<file path="config.mk">
export PLATFORM = sky130hd
export DESIGN_NAME = controller_status_led_encoder
export DESIGN_NICKNAME = d
export VERILOG_FILES = /design/src/rtl/status_led_pkg.sv /design/src/rtl/flash_if.sv /design/src/rtl/flash_timebase.sv /design/src/rtl/controller_status_led_encoder.sv
export VERILOG_INCLUDE_DIRS = /design/src /design/src/rtl
export SDC_FILE = /design/constraint.sdc
export NUM_CORES = 1
export LEC_CHECK = 0
export ABC_AREA = 1
export BUFFER_PORTS_ARGS = -buffer_cell sky130_fd_sc_hd__buf_2
export CORE_MARGIN = 2
export CORE_UTILIZATION = 50
export CTS_CLUSTER_DIAMETER = 80
export DETAILED_ROUTE_END_ITERATION = 10
export PLACE_DENSITY = 0.71
export SLEW_MARGIN = 20
export SYNTH_ARGS = -nofsm -noshare
export SYNTH_HDL_FRONTEND = slang
export SYNTH_SLANG_ARGS = --single-unit
</file>
<file path="constraint.sdc">
create_clock -name clk -period 14.4 [get_ports clk]
set_clock_uncertainty 0.05 [all_clocks]
set_input_delay 1.44 -clock clk [delete_from_list [all_inputs] [get_ports clk]]
set_output_delay 1.44 -clock clk [all_outputs]
set_load 0.005 [all_outputs]
</file>
<file path="src/rtl/status_led_defs.svh">
/*
  Constants for the controller status LED encoder: clock rate, flash and
  burst timing, error classes, register offsets and field positions.
  Assumes inclusion by bare name from the package and the design modules.
*/
`ifndef STATUS_LED_DEFS_SVH
`define STATUS_LED_DEFS_SVH

// Clock and derived time base
`define CLK_HZ 20000000
`define MS_PER_S 1000
`define TICK_CYC (`CLK_HZ / `MS_PER_S)

// Times in milliseconds; pause length in pulse slots
`define FLASH_HALF_MS 500
`define PULSE_HALF_MS 250
`define BURST_PAUSE_MS 1000
`define NET_FLASH_MS 3000
`define OV36_HOLD_MS 1000
`define PAUSE_SLOTS (`BURST_PAUSE_MS / `PULSE_HALF_MS)

// Error classes, equal to the pulse count of the burst
`define ERR_CLASS_CFG 4'h2
`define ERR_CLASS_APP 4'h3
`define ERR_CLASS_SELFTEST 4'h4
`define ERR_CLASS_SUPPLY 4'h5
`define ERR_CLASS_IO 4'h6
`define ERR_CLASS_XCOMM 4'h7
`define ERR_CLASS_INTERNAL 4'h8

// Supply index in monitor vectors
`define SUP_LOGIC 0
`define SUP_GROUP1 1
`define SUP_GROUP2 2

// Register byte offsets
`define REG_CTRL 8'h00
`define REG_STATUS 8'h04
`define REG_OUT_CMD 8'h08
`define REG_IN_CFG 8'h0C

// CTRL fields
`define CTRL_VERIFY_BIT 0
`define CTRL_START_BIT 1
`define CTRL_STOP_BIT 2
`define CTRL_NET_BIT 3

// STATUS fields
`define STAT_STATE_LSB 0
`define STAT_ERROR_BIT 2
`define STAT_CLASS_LSB 4
`define STAT_OUT_OK_BIT 8

// IN_CFG fields
`define INCFG_DUAL_LSB 16

`endif

</file>
<file path="src/rtl/status_led_pkg.sv">
/*
  Types for the controller status LED encoder.
  Assumes status_led_defs.svh is on the include path.
*/
package status_led_pkg;
  `include "status_led_defs.svh"

  typedef enum logic [1:0] {
    ST_NOPROJ,
    ST_STOP,
    ST_RUN,
    ST_ERROR
  } run_state_t;
endpackage : status_led_pkg

</file>
<file path="src/rtl/flash_if.sv">
/*
  Carrier of the shared flash time base between the divider and the
  LED encoder. Assumes one clock domain on both sides.
*/
`timescale 1ns/1ps
interface flash_if;
  logic ms_tick;
  logic flash_phase;

  modport source (output ms_tick, output flash_phase);
  modport user (input ms_tick, input flash_phase);
endinterface : flash_if

</file>
<file path="src/rtl/flash_timebase.sv">
/*
  Single divider for every flash pattern: a millisecond tick and a 1 Hz
  square wave with 50 percent duty. Assumes clk at the rate of CLK_HZ.
*/
`timescale 1ns/1ps
`include "status_led_defs.svh"
module flash_timebase #(
  parameter int TICK_CYC = `TICK_CYC,
  parameter int HALF_MS = `FLASH_HALF_MS
) (
  input wire logic clk,
  input wire logic sys_rst,
  flash_if.source tb
);
  import status_led_pkg::*;

  logic [24:0] pre_r;
  logic [11:0] half_r;

  // Prescaler down to one pulse per millisecond
  always_ff @(posedge clk or posedge sys_rst) begin
    if (sys_rst) begin
      pre_r <= 25'h0000000;
      tb.ms_tick <= 1'b0;
    end else if (pre_r == 25'(TICK_CYC - 1)) begin
      pre_r <= 25'h0000000;
      tb.ms_tick <= 1'b1;
    end else begin
      pre_r <= pre_r + 25'h0000001;
      tb.ms_tick <= 1'b0;
    end
  end

  // One phase for all LEDs so synchronous and alternating ones line up
  always_ff @(posedge clk or posedge sys_rst) begin
    if (sys_rst) begin
      half_r <= 12'h000;
      tb.flash_phase <= 1'b0;
    end else if (tb.ms_tick) begin
      if (half_r == 12'(HALF_MS - 1)) begin
        half_r <= 12'h000;
        tb.flash_phase <= ~tb.flash_phase;
      end else begin
        half_r <= half_r + 12'h001;
      end
    end
  end
endmodule : flash_timebase

</file>
<file path="src/rtl/controller_status_led_encoder.sv">
/*
  Status LED encoder of a safety controller: error latch with pulse-count
  burst, supply indication, run state with automatic start, verified,
  network, input and output LEDs, and a small register port.
  Assumes supply monitor and terminal levels arrive asynchronously, all
  other flags from logic on clk, and sys_rst is the power-on reset.
*/
// The implementer's own choices: the register offsets and the plain strobed port.
`timescale 1ns/1ps
`include "status_led_defs.svh"
// How it works
// - Any controller error switches all 24 V outputs off and flashes power LED red.
// - In error the red power LED bursts a pulse count equal to error class.
// - The error state is left only through power-on reset.
// - Any supply below 16.8 V, or a group supply above 30 V, flashes the power LED green.
// - Group overvoltage counts only if an output of that group is configured.
// - Logic overvoltage above 30 V, or 36 V over 1 s, raises class 5.
// - All supplies good and no error gives steady green power LED.
// - Module LED flashes red without a project or with faulty project data.
// - Module LED flashes green while stopped, steady green when running.
// - Input, sequence or output test errors flash module LED red and green alternately.
// - Unverified project flashes verified LED yellow and needs an external start.
// - Verified project lights verified LED steady and starts by itself after reset.
// - Connection set-up flashes the network LED green for 3 s.
// - Single-channel input error or unconfigured live input flashes in step with red.
// - Dual-channel pair error flashes the pair's two LEDs alternately.
// - Without error an input LED follows its terminal level.
// - An output or combined channel with a test error flashes green.
module controller_status_led_encoder #(
  parameter int N_IN = 8,
  parameter int N_OUT = 4,
  parameter int TICK_CYC = `TICK_CYC
) (
  input wire logic clk,
  input wire logic sys_rst,
  input wire logic [7:0] reg_addr,
  input wire logic [31:0] reg_wdata,
  input wire logic reg_wr,
  input wire logic reg_rd,
  output logic [31:0] reg_rdata,
  input wire logic [2:0] supply_under,
  input wire logic [2:0] supply_over,
  input wire logic logic_supply_ov36,
  input wire logic [N_IN-1:0] safe_input_channel,
  input wire logic err_event,
  input wire logic [3:0] err_class,
  input wire logic project_present,
  input wire logic project_faulty,
  input wire logic verified_nv,
  input wire logic [N_IN-1:0] in_test_err,
  input wire logic [N_IN/2-1:0] pair_seq_err,
  input wire logic [N_OUT-1:0] out_test_err,
  output logic [N_OUT-1:0] safe_output_channel,
  output logic power_error_red,
  output logic power_error_green,
  output logic module_state_red,
  output logic module_state_green,
  output logic config_verified_indicator,
  output logic network_status_indicator,
  output logic [N_IN-1:0] input_led,
  output logic [N_OUT-1:0] output_led
);
  import status_led_pkg::*;

  localparam int NS = 3 + 1 + N_IN; // Monitor flags, ov36, terminals

  flash_if fl ();
  flash_timebase #(.TICK_CYC(TICK_CYC), .HALF_MS(`FLASH_HALF_MS)) u_tb (
    .clk(clk),
    .sys_rst(sys_rst),
    .tb(fl.source)
  );

  function automatic logic [3:0] clamp_class(input logic [3:0] c);
    // Unknown class codes shown as internal error rather than lost
    clamp_class = (c < `ERR_CLASS_CFG || c > `ERR_CLASS_INTERNAL) ?
                  `ERR_CLASS_INTERNAL : c;
  endfunction : clamp_class

  // Asynchronous pins: three stages, accepted when the last two agree
  logic [NS-1:0] s1_r, s2_r, s3_r, filt_r;
  logic [NS-1:0] raw;
  assign raw = {safe_input_channel, logic_supply_ov36, supply_under | supply_over};
  always_ff @(posedge clk or posedge sys_rst) begin
    if (sys_rst) begin
      s1_r <= '0;
      s2_r <= '0;
      s3_r <= '0;
      filt_r <= '0;
    end else begin
      s1_r <= raw;
      s2_r <= s1_r;
      s3_r <= s2_r;
      filt_r <= (s2_r & s3_r) | (filt_r & (s2_r | s3_r));
    end
  end

  // Over-range flags kept apart so group overvoltage can be masked
  logic [2:0] ov1_r, ov2_r, ov3_r, ovf_r;
  always_ff @(posedge clk or posedge sys_rst) begin
    if (sys_rst) begin
      ov1_r <= 3'h0;
      ov2_r <= 3'h0;
      ov3_r <= 3'h0;
      ovf_r <= 3'h0;
    end else begin
      ov1_r <= supply_over;
      ov2_r <= ov1_r;
      ov3_r <= ov2_r;
      ovf_r <= (ov2_r & ov3_r) | (ovf_r & (ov2_r | ov3_r));
    end
  end

  logic [2:0] sup_bad;
  logic ov36_f;
  logic [N_IN-1:0] level_f;
  assign sup_bad = filt_r[2:0];
  assign ov36_f = filt_r[3];
  assign level_f = filt_r[NS-1:4];

  // Registers
  logic verified_r;
  logic [N_OUT-1:0] out_cmd_r;
  logic [N_IN-1:0] in_cfg_r;
  logic [N_IN/2-1:0] dual_r;
  logic start_cmd, stop_cmd, net_go;
  logic wr_ctrl;
  assign wr_ctrl = reg_wr && reg_addr == `REG_CTRL;
  assign start_cmd = wr_ctrl && reg_wdata[`CTRL_START_BIT];
  assign stop_cmd = wr_ctrl && reg_wdata[`CTRL_STOP_BIT];
  assign net_go = wr_ctrl && reg_wdata[`CTRL_NET_BIT];

  // Verified flag taken from storage once after reset, set by software
  logic boot_r;
  always_ff @(posedge clk or posedge sys_rst) begin
    if (sys_rst) begin
      boot_r <= 1'b1;
      verified_r <= 1'b0;
    end else begin
      boot_r <= 1'b0;
      if (boot_r)
        verified_r <= verified_nv;
      else if (wr_ctrl && reg_wdata[`CTRL_VERIFY_BIT])
        verified_r <= 1'b1;
    end
  end

  // Configuration registers
  always_ff @(posedge clk or posedge sys_rst) begin
    if (sys_rst) begin
      out_cmd_r <= '0;
      in_cfg_r <= '0;
      dual_r <= '0;
    end else if (reg_wr) begin
      if (reg_addr == `REG_OUT_CMD)
        out_cmd_r <= reg_wdata[N_OUT-1:0];
      if (reg_addr == `REG_IN_CFG) begin
        in_cfg_r <= reg_wdata[N_IN-1:0];
        dual_r <= reg_wdata[`INCFG_DUAL_LSB +: N_IN/2];
      end
    end
  end

  // Logic supply held above 36 V for the hold time
  logic [11:0] ov36_ms_r;
  logic ov36_crit;
  assign ov36_crit = ov36_ms_r == 12'(`OV36_HOLD_MS);
  always_ff @(posedge clk or posedge sys_rst) begin
    if (sys_rst)
      ov36_ms_r <= 12'h000;
    else if (!ov36_f)
      ov36_ms_r <= 12'h000;
    else if (fl.ms_tick && !ov36_crit)
      ov36_ms_r <= ov36_ms_r + 12'h001;
  end

  // Run state with automatic start; error is absorbing
  run_state_t state_r;
  logic auto_r;
  logic [3:0] class_r;
  logic crit;
  logic proj_ok;
  assign crit = ovf_r[`SUP_LOGIC] || ov36_crit;
  assign proj_ok = project_present && !project_faulty;
  always_ff @(posedge clk or posedge sys_rst) begin
    if (sys_rst) begin
      state_r <= ST_NOPROJ;
      auto_r <= 1'b1;
      class_r <= 4'h0;
    end else if (state_r != ST_ERROR && (err_event || crit)) begin
      state_r <= ST_ERROR;
      class_r <= err_event ? clamp_class(err_class) : `ERR_CLASS_SUPPLY;
    end else if (!boot_r) begin
      unique case (state_r)
        ST_NOPROJ: if (proj_ok) begin
          auto_r <= 1'b0;
          state_r <= (auto_r && verified_r) ? ST_RUN : ST_STOP;
        end
        ST_STOP: if (!proj_ok) state_r <= ST_NOPROJ;
          else if (start_cmd) state_r <= ST_RUN;
        ST_RUN: if (!proj_ok) state_r <= ST_NOPROJ;
          else if (stop_cmd) state_r <= ST_STOP;
        ST_ERROR: state_r <= ST_ERROR;
      endcase
    end
  end

  logic err;
  assign err = state_r == ST_ERROR;

  // Outputs released only while running and free of error
  always_ff @(posedge clk or posedge sys_rst) begin
    if (sys_rst)
      safe_output_channel <= '0;
    else
      safe_output_channel <= (state_r == ST_RUN && !err) ? out_cmd_r : '0;
  end

  // Burst slots: 2*class lit/dark halves, then a long dark pause
  logic [4:0] slot_r;
  logic [11:0] slot_ms_r;
  logic [4:0] slot_end;
  assign slot_end = 5'({class_r, 1'b0}) + 5'(`PAUSE_SLOTS);
  always_ff @(posedge clk or posedge sys_rst) begin
    if (sys_rst) begin
      slot_r <= 5'h00;
      slot_ms_r <= 12'h000;
    end else if (!err) begin
      slot_r <= 5'h00;
      slot_ms_r <= 12'h000;
    end else if (fl.ms_tick) begin
      if (slot_ms_r == 12'(`PULSE_HALF_MS - 1)) begin
        slot_ms_r <= 12'h000;
        slot_r <= (slot_r == slot_end - 5'h01) ? 5'h00 : slot_r + 5'h01;
      end else begin
        slot_ms_r <= slot_ms_r + 12'h001;
      end
    end
  end

  logic burst_on;
  assign burst_on = slot_r < 5'({class_r, 1'b0}) && !slot_r[0];

  // Supply view: group overvoltage ignored when group has no outputs
  logic [2:0] sup_show;
  logic g1_used, g2_used;
  assign g1_used = |out_cmd_r[N_OUT/2-1:0];
  assign g2_used = |out_cmd_r[N_OUT-1:N_OUT/2];
  assign sup_show = sup_bad & ~(ovf_r & {!g2_used, !g1_used, 1'b0});

  // Power/error LED
  always_ff @(posedge clk or posedge sys_rst) begin
    if (sys_rst) begin
      power_error_red <= 1'b0;
      power_error_green <= 1'b0;
    end else if (err) begin
      power_error_red <= burst_on;
      power_error_green <= 1'b0;
    end else begin
      power_error_red <= 1'b0;
      power_error_green <= (|sup_show) ? fl.flash_phase : 1'b1;
    end
  end

  // Module-state LED; repairable errors take precedence over run state
  logic repair;
  logic [N_IN-1:0] single_err;
  logic [N_IN-1:0] pair_err;
  logic [N_IN-1:0] dual_bits;
  always_comb begin
    for (int i = 0; i < N_IN; i++) begin
      dual_bits[i] = dual_r[i/2];
      pair_err[i] = pair_seq_err[i/2] || in_test_err[i & ~1] || in_test_err[i | 1];
      single_err[i] = in_test_err[i] || (!in_cfg_r[i] && level_f[i]);
    end
  end
  assign repair = |(in_test_err | (pair_err & dual_bits)) || (|out_test_err);

  always_ff @(posedge clk or posedge sys_rst) begin
    if (sys_rst) begin
      module_state_red <= 1'b0;
      module_state_green <= 1'b0;
    end else if (err) begin
      module_state_red <= 1'b1;
      module_state_green <= 1'b0;
    end else if (repair) begin
      module_state_red <= fl.flash_phase;
      module_state_green <= ~fl.flash_phase;
    end else begin
      unique case (state_r)
        ST_NOPROJ: begin
          module_state_red <= fl.flash_phase;
          module_state_green <= 1'b0;
        end
        ST_STOP: begin
          module_state_red <= 1'b0;
          module_state_green <= fl.flash_phase;
        end
        default: begin
          module_state_red <= 1'b0;
          module_state_green <= 1'b1;
        end
      endcase
    end
  end

  // Verified LED
  always_ff @(posedge clk or posedge sys_rst) begin
    if (sys_rst)
      config_verified_indicator <= 1'b0;
    else
      config_verified_indicator <= verified_r ? 1'b1 : fl.flash_phase;
  end

  // Network LED: fixed window after each connection set-up
  logic [11:0] net_ms_r;
  always_ff @(posedge clk or posedge sys_rst) begin
    if (sys_rst) begin
      net_ms_r <= 12'h000;
      network_status_indicator <= 1'b0;
    end else begin
      if (net_go)
        net_ms_r <= 12'(`NET_FLASH_MS);
      else if (fl.ms_tick && net_ms_r != 12'h000)
        net_ms_r <= net_ms_r - 12'h001;
      network_status_indicator <= (net_ms_r != 12'h000) && fl.flash_phase;
    end
  end

  // Input and output LEDs
  always_ff @(posedge clk or posedge sys_rst) begin
    if (sys_rst) begin
      input_led <= '0;
      output_led <= '0;
    end else begin
      for (int i = 0; i < N_IN; i++) begin
        if (dual_bits[i] && pair_err[i])
          input_led[i] <= fl.flash_phase ^ i[0];
        else if (!dual_bits[i] && single_err[i])
          input_led[i] <= fl.flash_phase;
        else
          input_led[i] <= level_f[i];
      end
      for (int j = 0; j < N_OUT; j++)
        output_led[j] <= out_test_err[j] ? fl.flash_phase : safe_output_channel[j];
    end
  end

  // Read port, data valid in the cycle after the strobe
  always_ff @(posedge clk or posedge sys_rst) begin
    if (sys_rst) begin
      reg_rdata <= 32'h00000000;
    end else if (reg_rd) begin
      unique case (reg_addr)
        `REG_CTRL: reg_rdata <= 32'(verified_r) << `CTRL_VERIFY_BIT;
        `REG_STATUS: reg_rdata <= (32'(state_r) << `STAT_STATE_LSB)
                                | (32'(err) << `STAT_ERROR_BIT)
                                | (32'(class_r) << `STAT_CLASS_LSB)
                                | (32'(|safe_output_channel) << `STAT_OUT_OK_BIT);
        `REG_OUT_CMD: reg_rdata <= 32'(out_cmd_r);
        `REG_IN_CFG: reg_rdata <= 32'(in_cfg_r) | (32'(dual_r) << `INCFG_DUAL_LSB);
        default: reg_rdata <= 32'h00000000;
      endcase
    end else begin
      reg_rdata <= 32'h00000000;
    end
  end
endmodule : controller_status_led_encoder

</file>
After elaboration in Yosys (flattened, before gate mapping)
Cells that the tools add are included.
Storage, ports and cells
  flip-flop bits (word level): 219
  word-level logic and storage cells: 233
  output and inout port bits: 54
Cells by class
  mux-type cells: 60
  reduce and logical (&&, ||, !) cells: 88
  add/subtract/negate cells: 8
  bitwise operators: 21
  equal/unequal tests: 19
  $lt $le $gt $ge: 3
Operators with widths (number)
  $mux W12: 8
  $pmux W20 S4: 1
  $add A12 B1 Y12 const B: 3
  $logic_and A1 B1 Y1: 33
  $mux W1: 32
  $mux W32: 1
  $add A25 B1 Y25 const B: 1
  $eq A25 B15 Y1 const B: 1
  $mux W25: 1
  $and A12 B12 Y12: 2
  $or A12 B12 Y12: 2
  $logic_or A1 B1 Y1: 20
  $mux W5: 4
  $or A8 B20 Y20: 1
  $logic_not A1 Y1: 18
  $eq A8 B4 Y1 const B: 2
  $mux W2: 8
  $and A3 B3 Y3: 4
  $eq A12 B10 Y1 const B: 1
  $eq A12 B8 Y1 const B: 1
  $eq A12 B9 Y1 const B: 1
  $mux W4: 3
  $reduce_bool A12 Y1: 1
  $sub A12 B1 Y12 const B: 1
  other kinds (33): 49

Longest topological paths before layout
Gate-level depths: netlist (run 1).
  word-level depth: 8
  gate-level depth with buffers: 11
  depth with buffers taken out: 11

By module
From an unflattened synthesis (run 1), not the netlist that was laid out.
Unflattened totals
  cells, all modules: 1124
  area, all modules: 9564.2 µm²
By module, submodules not included
  controller_status_led_encoder: area an instance 7243.2 µm², times used 1, cells each 788
  flash_timebase: area an instance 2321.0 µm², times used 1, cells each 336

Least setup slack after synthesis (run 1)
OpenSTA, ideal clock, no wires.
  path type: input -> register
  start: input port reg_addr[7]
  end: register net_ms_r[7]
  buffers on the path: 1
  arrival: 2404 ps
  stages on the path: 8
  setup slack: 11874 ps
  required time: 14278 ps
  setup time: 72 ps
  path through: nor2_2 > nand2_4 > nor2_4 > nand3_2 > nand2_2 > buf_4 > nand3b_1 > nand3_1
On the way
  longest elaborated chain between the ends: 4
RTL lines
  start: declaration: RTL line controller_status_led_encoder.sv:36  | input wire logic [7:0] reg_addr,
  $logic_not A8 Y1 (*)
  $logic_and A1 B1 Y1 (no source line) (*)
  $logic_and A1 B1 Y1 (*): RTL line controller_status_led_encoder.sv:131  | assign net_go = wr_ctrl && reg_wdata[`CTRL_NET_BIT];
  $mux W12 / $reduce_bool A2 Y1 (equally long branches)
  end signal: assignment: RTL line controller_status_led_encoder.sv:323  | net_ms_r <= 12'(`NET_FLASH_MS);
  end signal: assignment: RTL line controller_status_led_encoder.sv:325  | net_ms_r <= net_ms_r - 12'h001;
  end: declaration: RTL line controller_status_led_encoder.sv:316  | logic [11:0] net_ms_r;
Every way passes the cells marked *; elsewhere a longest branch is shown, timed or not.
A chain may end at the register's enable or synchronous reset.

Final worst setup path (run 1)
  start: input port reg_addr[5]
  end: register dual_r[3]
On the way
  longest elaborated chain between the ends: 2
RTL lines
  $eq A8 B4 Y1
  $reduce_and A2 Y1 (no source line)
  end signal: assignment: RTL line controller_status_led_encoder.sv:159  | dual_r <= reg_wdata[`INCFG_DUAL_LSB +: N_IN/2];
  end: declaration: RTL line controller_status_led_encoder.sv:125  | logic [N_IN/2-1:0] dual_r;
Every way passes these cells.

==> metrics.txt, run 1 <==
status completed; WP data arrival ~3200 ps; vias per cell 5.11; die width between 100 and 150 µm; P per Cell Area roughly 120 mW/mm²; worst slack at placement ~11000 ps; CTS hold repair buffers 0; Net Sw Power 366 µW; final core occ roughly 57%; Setup TNS Final 0 ps; vias after detailed routing a little over 7000; Int Pwr between 800 and 900 µW; global-route wire length before repair 32100 µm; Routed WL per cell approximately 13 µm; DR pass1 iterations 5; FF-to-FF Start u_tb.pre_r[0]; Post-DP HPWL roughly 14000 µm; initial antenna violation count 0; 1st-iter DRT viols between 400 and 500; GRT Total Usage approximately a fifth; Yosys top cell area share between 50% and 60%; clock share of power a little under two fifths; Max Buffers Root-to-Sink 2; global route overflow 0; Area Growth Syn to Fin 13.4%; RSZ-0062 raised after global routing no; biggest registers after layout u_tb.pre_r: 25 flops, reg_rdata: 13 flops; CTS tree done; Final Hold Fails 0; core area 0.0186 mm²; clk sinks 200; Nets between 1000 and 1500; Slew HR between 40 and 50%; Synth area leaders dfrtp_1 (53%), nand2_1 (9.1%), inv_1 (5.8%); Antenna Nets Post-Route 0; largest net degree at the start of global routing 127; EDFF count, synth 0; Initial Util roughly half; actual slew at the worst max-slew pin 899 ps; Cells after Synth 1065; share of post-route cells with drive strength above 1 15.5%; commonest non-fill, non-tap cells in the layout nand2_1 (227), dfrtp_1 (198), inv_1 (144), nor2_1 (104), buf_2 (97); r2r endpoint u_tb.pre_r[20]; Worst setup SP type input port; Max Freq 0.337 GHz; final-report setup violation count 0; reg2reg setup slack between 10000 and 15000 ps; post-synthesis sequential area ratio between 50% and 60%; Warnings, synthesis 0; Synth area leader dfrtp_1; Die ar. 0.0199 mm²; Setup crit end dual_r[3]; LEAKAGE around 5.3 nW; Setup Fix Bufs, Post-CTS 0; critical path peak fanout 20; Clock transition at path regs about 80 ps; VDD IR-drop max approximately 0.095 mV; R2R cell count 10; Fin Hold WS about 300 ps; Buffers on Ports a little under 100; Syn Area/Cell ~9 µm²; Combinational Power Share between 10 and 15%; vias in the first global route about 6800; PostCTS Resize Cnt 0; Num CTS Buffers 17; worst skew pair latency around 430 ps; largest reg by FF count u_tb.pre_r; HP Class reg -> reg; Switching Fraction between 20% and 30%; final slew viol count 0; post-layout minimum cycle time roughly 3000 ps; htree depth 4; count of cell types in the netlist 46; max-cap violations 0; routability cong. between 0.9 and 1; most common cell after layout, fill and taps aside nand2_1; part of the cycle the worst path needs between 20% and 30%; Chip Height 141 µm; Seq pwr share between 50% and 60%; Total Routed Length 18900 µm; Cell Rows 50; DRC 0; Synth Cell Area about 0.0094 mm²; post-layout worst setup margin between 10000 and 15000 ps; Worst Path Required 14650 ps; max reg flops 25; Root Buffer clkbuf_16; Critical Path End Type flop; I/O pin cnt roughly 140; Post-synth top flop dfrtp_1; ANT cells 0; Critical Path Source reg_addr[5]; flops & latches, synth 200; FFs w/ async S/R, synth 100%; CP Class in -> reg
power by group through the flow:
stage | combinational (mW) | sequential (mW) | clock, mW
after floorplan | 0.113 | 0.628 | 0
after detailed placement | 0.154 | 0.637 | 0
final | 0.153 | 0.627 | 0.473
after global placement | 0.149 | 0.636 | 0
after CTS | 0.156 | 0.626 | 0.483
after global routing | 0.178 | 0.631 | 0.506
worst min path at each step:
stage	startpoint	to	slack, ps	depth (start not counted)
after global placement	ov1_r[2]	ov2_r[2]	280	0
after floorplan	ov1_r[0]	ov2_r[0]	280	0
after CTS	s1_r[7]	s2_r[7]	300	0
after global routing	ov1_r[0]	ov2_r[0]	310	0
after detailed placement	s1_r[1]	s2_r[1]	280	0
final	s1_r[1]	s2_r[1]	300	0
worst max-delay path: stages:
cell	delay [ps]
buf_2	100
nor2_2	140
nand2_4	120
nor4_4	590
nand2_2	540
nor2_4	230
a21oi_2	50
cell type report:
type / instances / area [µm²]
Fill cell: 1630 / 7940
Sequential cell: 200 / 5010
Multi-Input combinational cell: 702 / 3660
Inverter: 152 / 581
Timing Repair Buffer: 98 / 493
Clock buffer: 17 / 425
Tap cell: 234 / 293
Clock inverter: 15 / 181
metrics by stage:
stage | cells | total power, mW | cell area, µm²
2_1_floorplan | 1084 | 0.741 | 9460
3_3_place_gp | 1386 | 0.785 | 10000
3_5_place_dp | 1386 | 0.791 | 10000
4_1_cts | 1418 | 1.26 | 10600
5_1_grt | 1418 | 1.32 | 10600
6_report | 1418 | 1.25 | 10600
routing by layer:
metal | track usage (%) | up-vias | routed length [µm]
li1 | - | 3591 | -
met1 | 28.8 | 3439 | 8970
met2 | 31.1 | 178 | 8720
met3 | 3.40 | 37 | 789
met4 | 7.74 | 0 | 439
met5 | 0 | - | 0
cells by family after synthesis:
| kind of cell | count (synthesis) | share of synthesized area (%) |
|---|---|---|
| buffers and inverters | 182 | 8.41 |
| AOI/OAI and AO/OA | 114 | 6.89 |
| DFF | 200 | 53.3 |
| other | 1 | 0.0399 |
| adders and majority gates | 29 | 3.47 |
| xor gates and xnor gates | 42 | 3.92 |
| and+or+nand+nor | 497 | 23.9 |
synthesized netlist by cell type (4+ instances only):
cell type and number:
a21oi_1 25, nor4_1 10, inv_1 145, o21ai_0 51, inv_2 6, maj3_1 15
buf_4 21, nand2_2 10, nand4_1 22, nor3_1 23, dfrtp_1 198, xnor2_1 13
clkbuf_1 4, a31oi_1 4, nor2_1 104, o21ai_1 9, o21ai_2 5, nand2_1 227
nor2_2 8, nand3_1 75, xor2_1 29, or2_2 5, a21oi_2 4, ha_1 14
Power figures use the tool's default switching activity.
==> inputs of run 2 (changes only) <==
ABC_AREA = 0   (was 1)
PLACE_DENSITY = 0.72   (was 0.71)
clock period = 3.1 ns   (was 14.4 ns; I/O delays follow)
==> metrics.txt, run 2 <==
status completed (unchanged); CTS tree done (unchanged); Cell Rows 48 (was 50); final core occ 58.9% (was 57.3%); routability cong. 0.817 (was 0.964); P per Cell Area 507 mW/mm² (was 118 mW/mm²); Post-DP HPWL 11600 µm (was 14100 µm); commonest non-fill, non-tap cells in the layout dfrtp_1 (198), buf_2 (97), nor2_1 (63), xnor2_1 (43), nand2_1 (41) (was nand2_1 (227), dfrtp_1 (198), inv_1 (144), nor2_1 (104), buf_2 (97)); core area 0.0171 mm² (was 0.0186 mm²); die width 136 µm (was 141 µm); Slew HR 44.6% (was 40.1%); Worst setup SP type flop (was input port); reg2reg setup slack 1020 ps (was 12350 ps); initial antenna violation count 0 (unchanged); Total Routed Length 16600 µm (was 18900 µm); Warnings, synthesis 0 (unchanged); Area Growth Syn to Fin 16.6% (was 13.4%); Setup TNS Final 0 ps (unchanged); post-synthesis sequential area ratio 57.9% (was 53.3%); vias after detailed routing 5803 (was 7245); Routed WL per cell 15.0 µm (was 13.3 µm); most common cell after layout, fill and taps aside dfrtp_1 (was nand2_1); flops & latches, synth 200 (unchanged); largest reg by FF count u_tb.pre_r (unchanged); global-route wire length before repair 28300 µm (was 32100 µm); R2R cell count 5 (was 10); Setup Fix Bufs, Post-CTS 0 (unchanged); Max Freq between 0.4 and 0.5 GHz; placed cell area 0.00937 mm² (was 0.0100 mm²); Buffers on Ports 97 (unchanged); EDFF count, synth 0 (unchanged); Antenna Nets Post-Route 0 (unchanged); count of cell types in the netlist 66 (was 46); actual slew at the worst max-slew pin 830 ps (was 899 ps); DRC 0 (unchanged); Filler cells 1410 (was 1630); RSZ-0062 raised after global routing no (unchanged); Synth area leaders dfrtp_1 (57%), xnor2_1 (4.4%), nor2_1 (2.7%) (was dfrtp_1 (53%), nand2_1 (9.1%), inv_1 (5.8%)); Die ar. 0.0184 mm² (was 0.0199 mm²); htree depth 4 (unchanged); max-cap violations 0 (unchanged); Worst Hold Path Cells 2 (was 0); critical path peak fanout 20 (unchanged); LEAKAGE 4.65 nW (was 5.29 nW); Buffers & Inverters on Critical Path 1 (unchanged); global route overflow 0 (unchanged); final slew viol count 0 (unchanged); clk sinks 200 (unchanged); r2r endpoint slot_r[3] (was u_tb.pre_r[20]); Initial Util 50.5% (about the same); HP Class in -> reg (was reg -> reg); Num CTS Buffers 17 (unchanged); biggest registers after layout u_tb.pre_r: 25 flops, reg_rdata: 13 flops (unchanged); 1st-iter DRT viols 275 (was 471); Nets 968 (was 1268); worst skew pair latency 430 ps (about the same); Final Hold Fails 0 (unchanged); FF-to-FF Start u_tb.tb.ms_tick (was u_tb.pre_r[0]); Critical Path End Type flop (unchanged); CP Depth 5 (was 7); Synth Cell Area 0.00865 mm² (was 0.00939 mm²); VDD IR-drop max 0.409 mV (was 0.0945 mV); M2 GR Usage 31.8% (was 31.1%); grt met1 use 26.7% (was 28.8%); Post-synth top cells dfrtp_1 (198), nor2_1 (63), xnor2_1 (43) (was nand2_1 (227), dfrtp_1 (198), inv_1 (145)); delay-heaviest family, CP flip-flops (was simple AND/OR/NAND/NOR gates); slowest cell on the critical path dfrtp_1 (was nor4_4); crit-path max cell delay 760 ps (was 590 ps); FFs w/ async S/R, synth 100% (unchanged); cell with the most instances after synthesis dfrtp_1 (was nand2_1); Synth area leader dfrtp_1 (unchanged); final-report setup violation count 0 (unchanged); met3 usage 3.74% (was 3.40%); Most Crowded Layer GR met2 (unchanged); ANT cells 0 (unchanged); vias in the first global route 5794 (was 6795); Yosys top cell area share 57.3% (was 52.8%); crit path cell chain inv_1 > o41ai_4 > nor3b_1 > a21oi_1 > o22ai_1 (was buf_2 > nor2_2 > nand2_4 > nor4_4 > nand2_2 > nor2_4 > a21oi_2); Syn Area/Cell 11.6 µm² (was 8.81 µm²); vias per cell 5.24 (was 5.11); Post-synth top flop dfrtp_1 (unchanged); worst hold endpoint s1_r[2] (was s2_r[1]); min-delay src supply_under[2] (was s1_r[1]); Clock transition at path regs 70 ps (was 80 ps); I/O pin cnt 137 (unchanged); largest net degree at the start of global routing 59 (was 127); share of post-route cells with drive strength above 1 19.7% (was 15.5%); DR pass1 iterations 4 (was 5); CP Class reg -> reg (was in -> reg); Finished Cell Area 0.0101 mm² (was 0.0106 mm²); post-layout minimum cycle time 2080 ps; max reg flops 25 (unchanged); Cells after Synth 748 (was 1065); part of the cycle the worst path needs between 60% and 70%; Chip Height 136 µm (was 141 µm); Worst Path Required 3410 ps (was 14650 ps); Root Buffer clkbuf_16 (unchanged); GRT Total Usage 19.6% (was 20.1%); Max Buffers Root-to-Sink 2 (unchanged); WP data arrival 2380 ps (was 3220 ps)
-- run 2: stage by stage --
stage	total power, mW	instances	hold slack [ps]	setup slack, ps
2_1_floorplan	2.90	767	281	153
3_3_place_gp	2.99	1063	283	809
3_5_place_dp	3.00	1063	285	770
4_1_cts	5.17	1108	4.07	1000
5_1_grt	5.31	1108	12.4	816
6_report	5.11	1108	24.3	1020
-- run 2: area by class of cell --
class	count	area (µm²)	share of cell area, %
Clock buffer	18	439	4.36
Clock inverter	13	135	1.34
Inverter	36	139	1.38
Multi-Input combinational cell	498	3380	33.5
Sequential cell	200	5010	49.7
Tap cell	225	282	2.79
Timing Repair Buffer	118	703	6.98
-- run 2: how the worst max path moves through the flow --
stage                          startpoint          end  slack, ps
after floorplan                   sys_rst   class_r[0]        150
after CTS                 u_tb.tb.ms_tick    slot_r[3]       1000
after global placement        reg_addr[5]  in_cfg_r[6]        810
after detailed placement      reg_addr[5]  in_cfg_r[5]        770
after global routing      u_tb.tb.ms_tick    slot_r[3]        820
final                     u_tb.tb.ms_tick    slot_r[3]       1020
-- run 2: what timing repair did --
| item | 4_1_cts | 5_1_grt |
|---|---|---|
| endpoints found under the hold margin | 36 | 0 |
| resized for setup | 0 | 0 |
| hold buffers | 14 | 0 |
-- run 2: power by group --
group	total (mW)	leakage (nW)	switching (mW)	internal (mW)
registers	2.73	2.53	0.0495	2.68
clock network	2.15	0.282	1.00	1.15
logic	0.233	1.84	0.130	0.103
-- run 2: cells by family (layout without fill, tap and decap cells) --
logic type	Yosys count	count (layout)	synth area share [%]
simple gates	263	263	17.1
flops	200	200	57.9
compound gates	91	91	6.63
buf+inv	69	185	3.88
xor+xnor	66	66	6.84
fa+ha+maj	29	29	3.76
mux	29	29	3.82
other cells	1	20	0.0434
-- run 2: worst register-to-register path: cells and delay by family (launching register included) --
| kind | cells | cell delay, ps |
|---|---|---|
| flops | 1 | 760 |
| compound gates | 3 | 720 |
| buf+inv | 1 | 240 |
| simple gates | 1 | 240 |
-- run 2: per-layer routing --
metal,up-vias,share of wire (%)
met1,2856,46
met3,21,4.0
met4,0,1.7
met5,-,0
li1,2807,-
met2,119,48
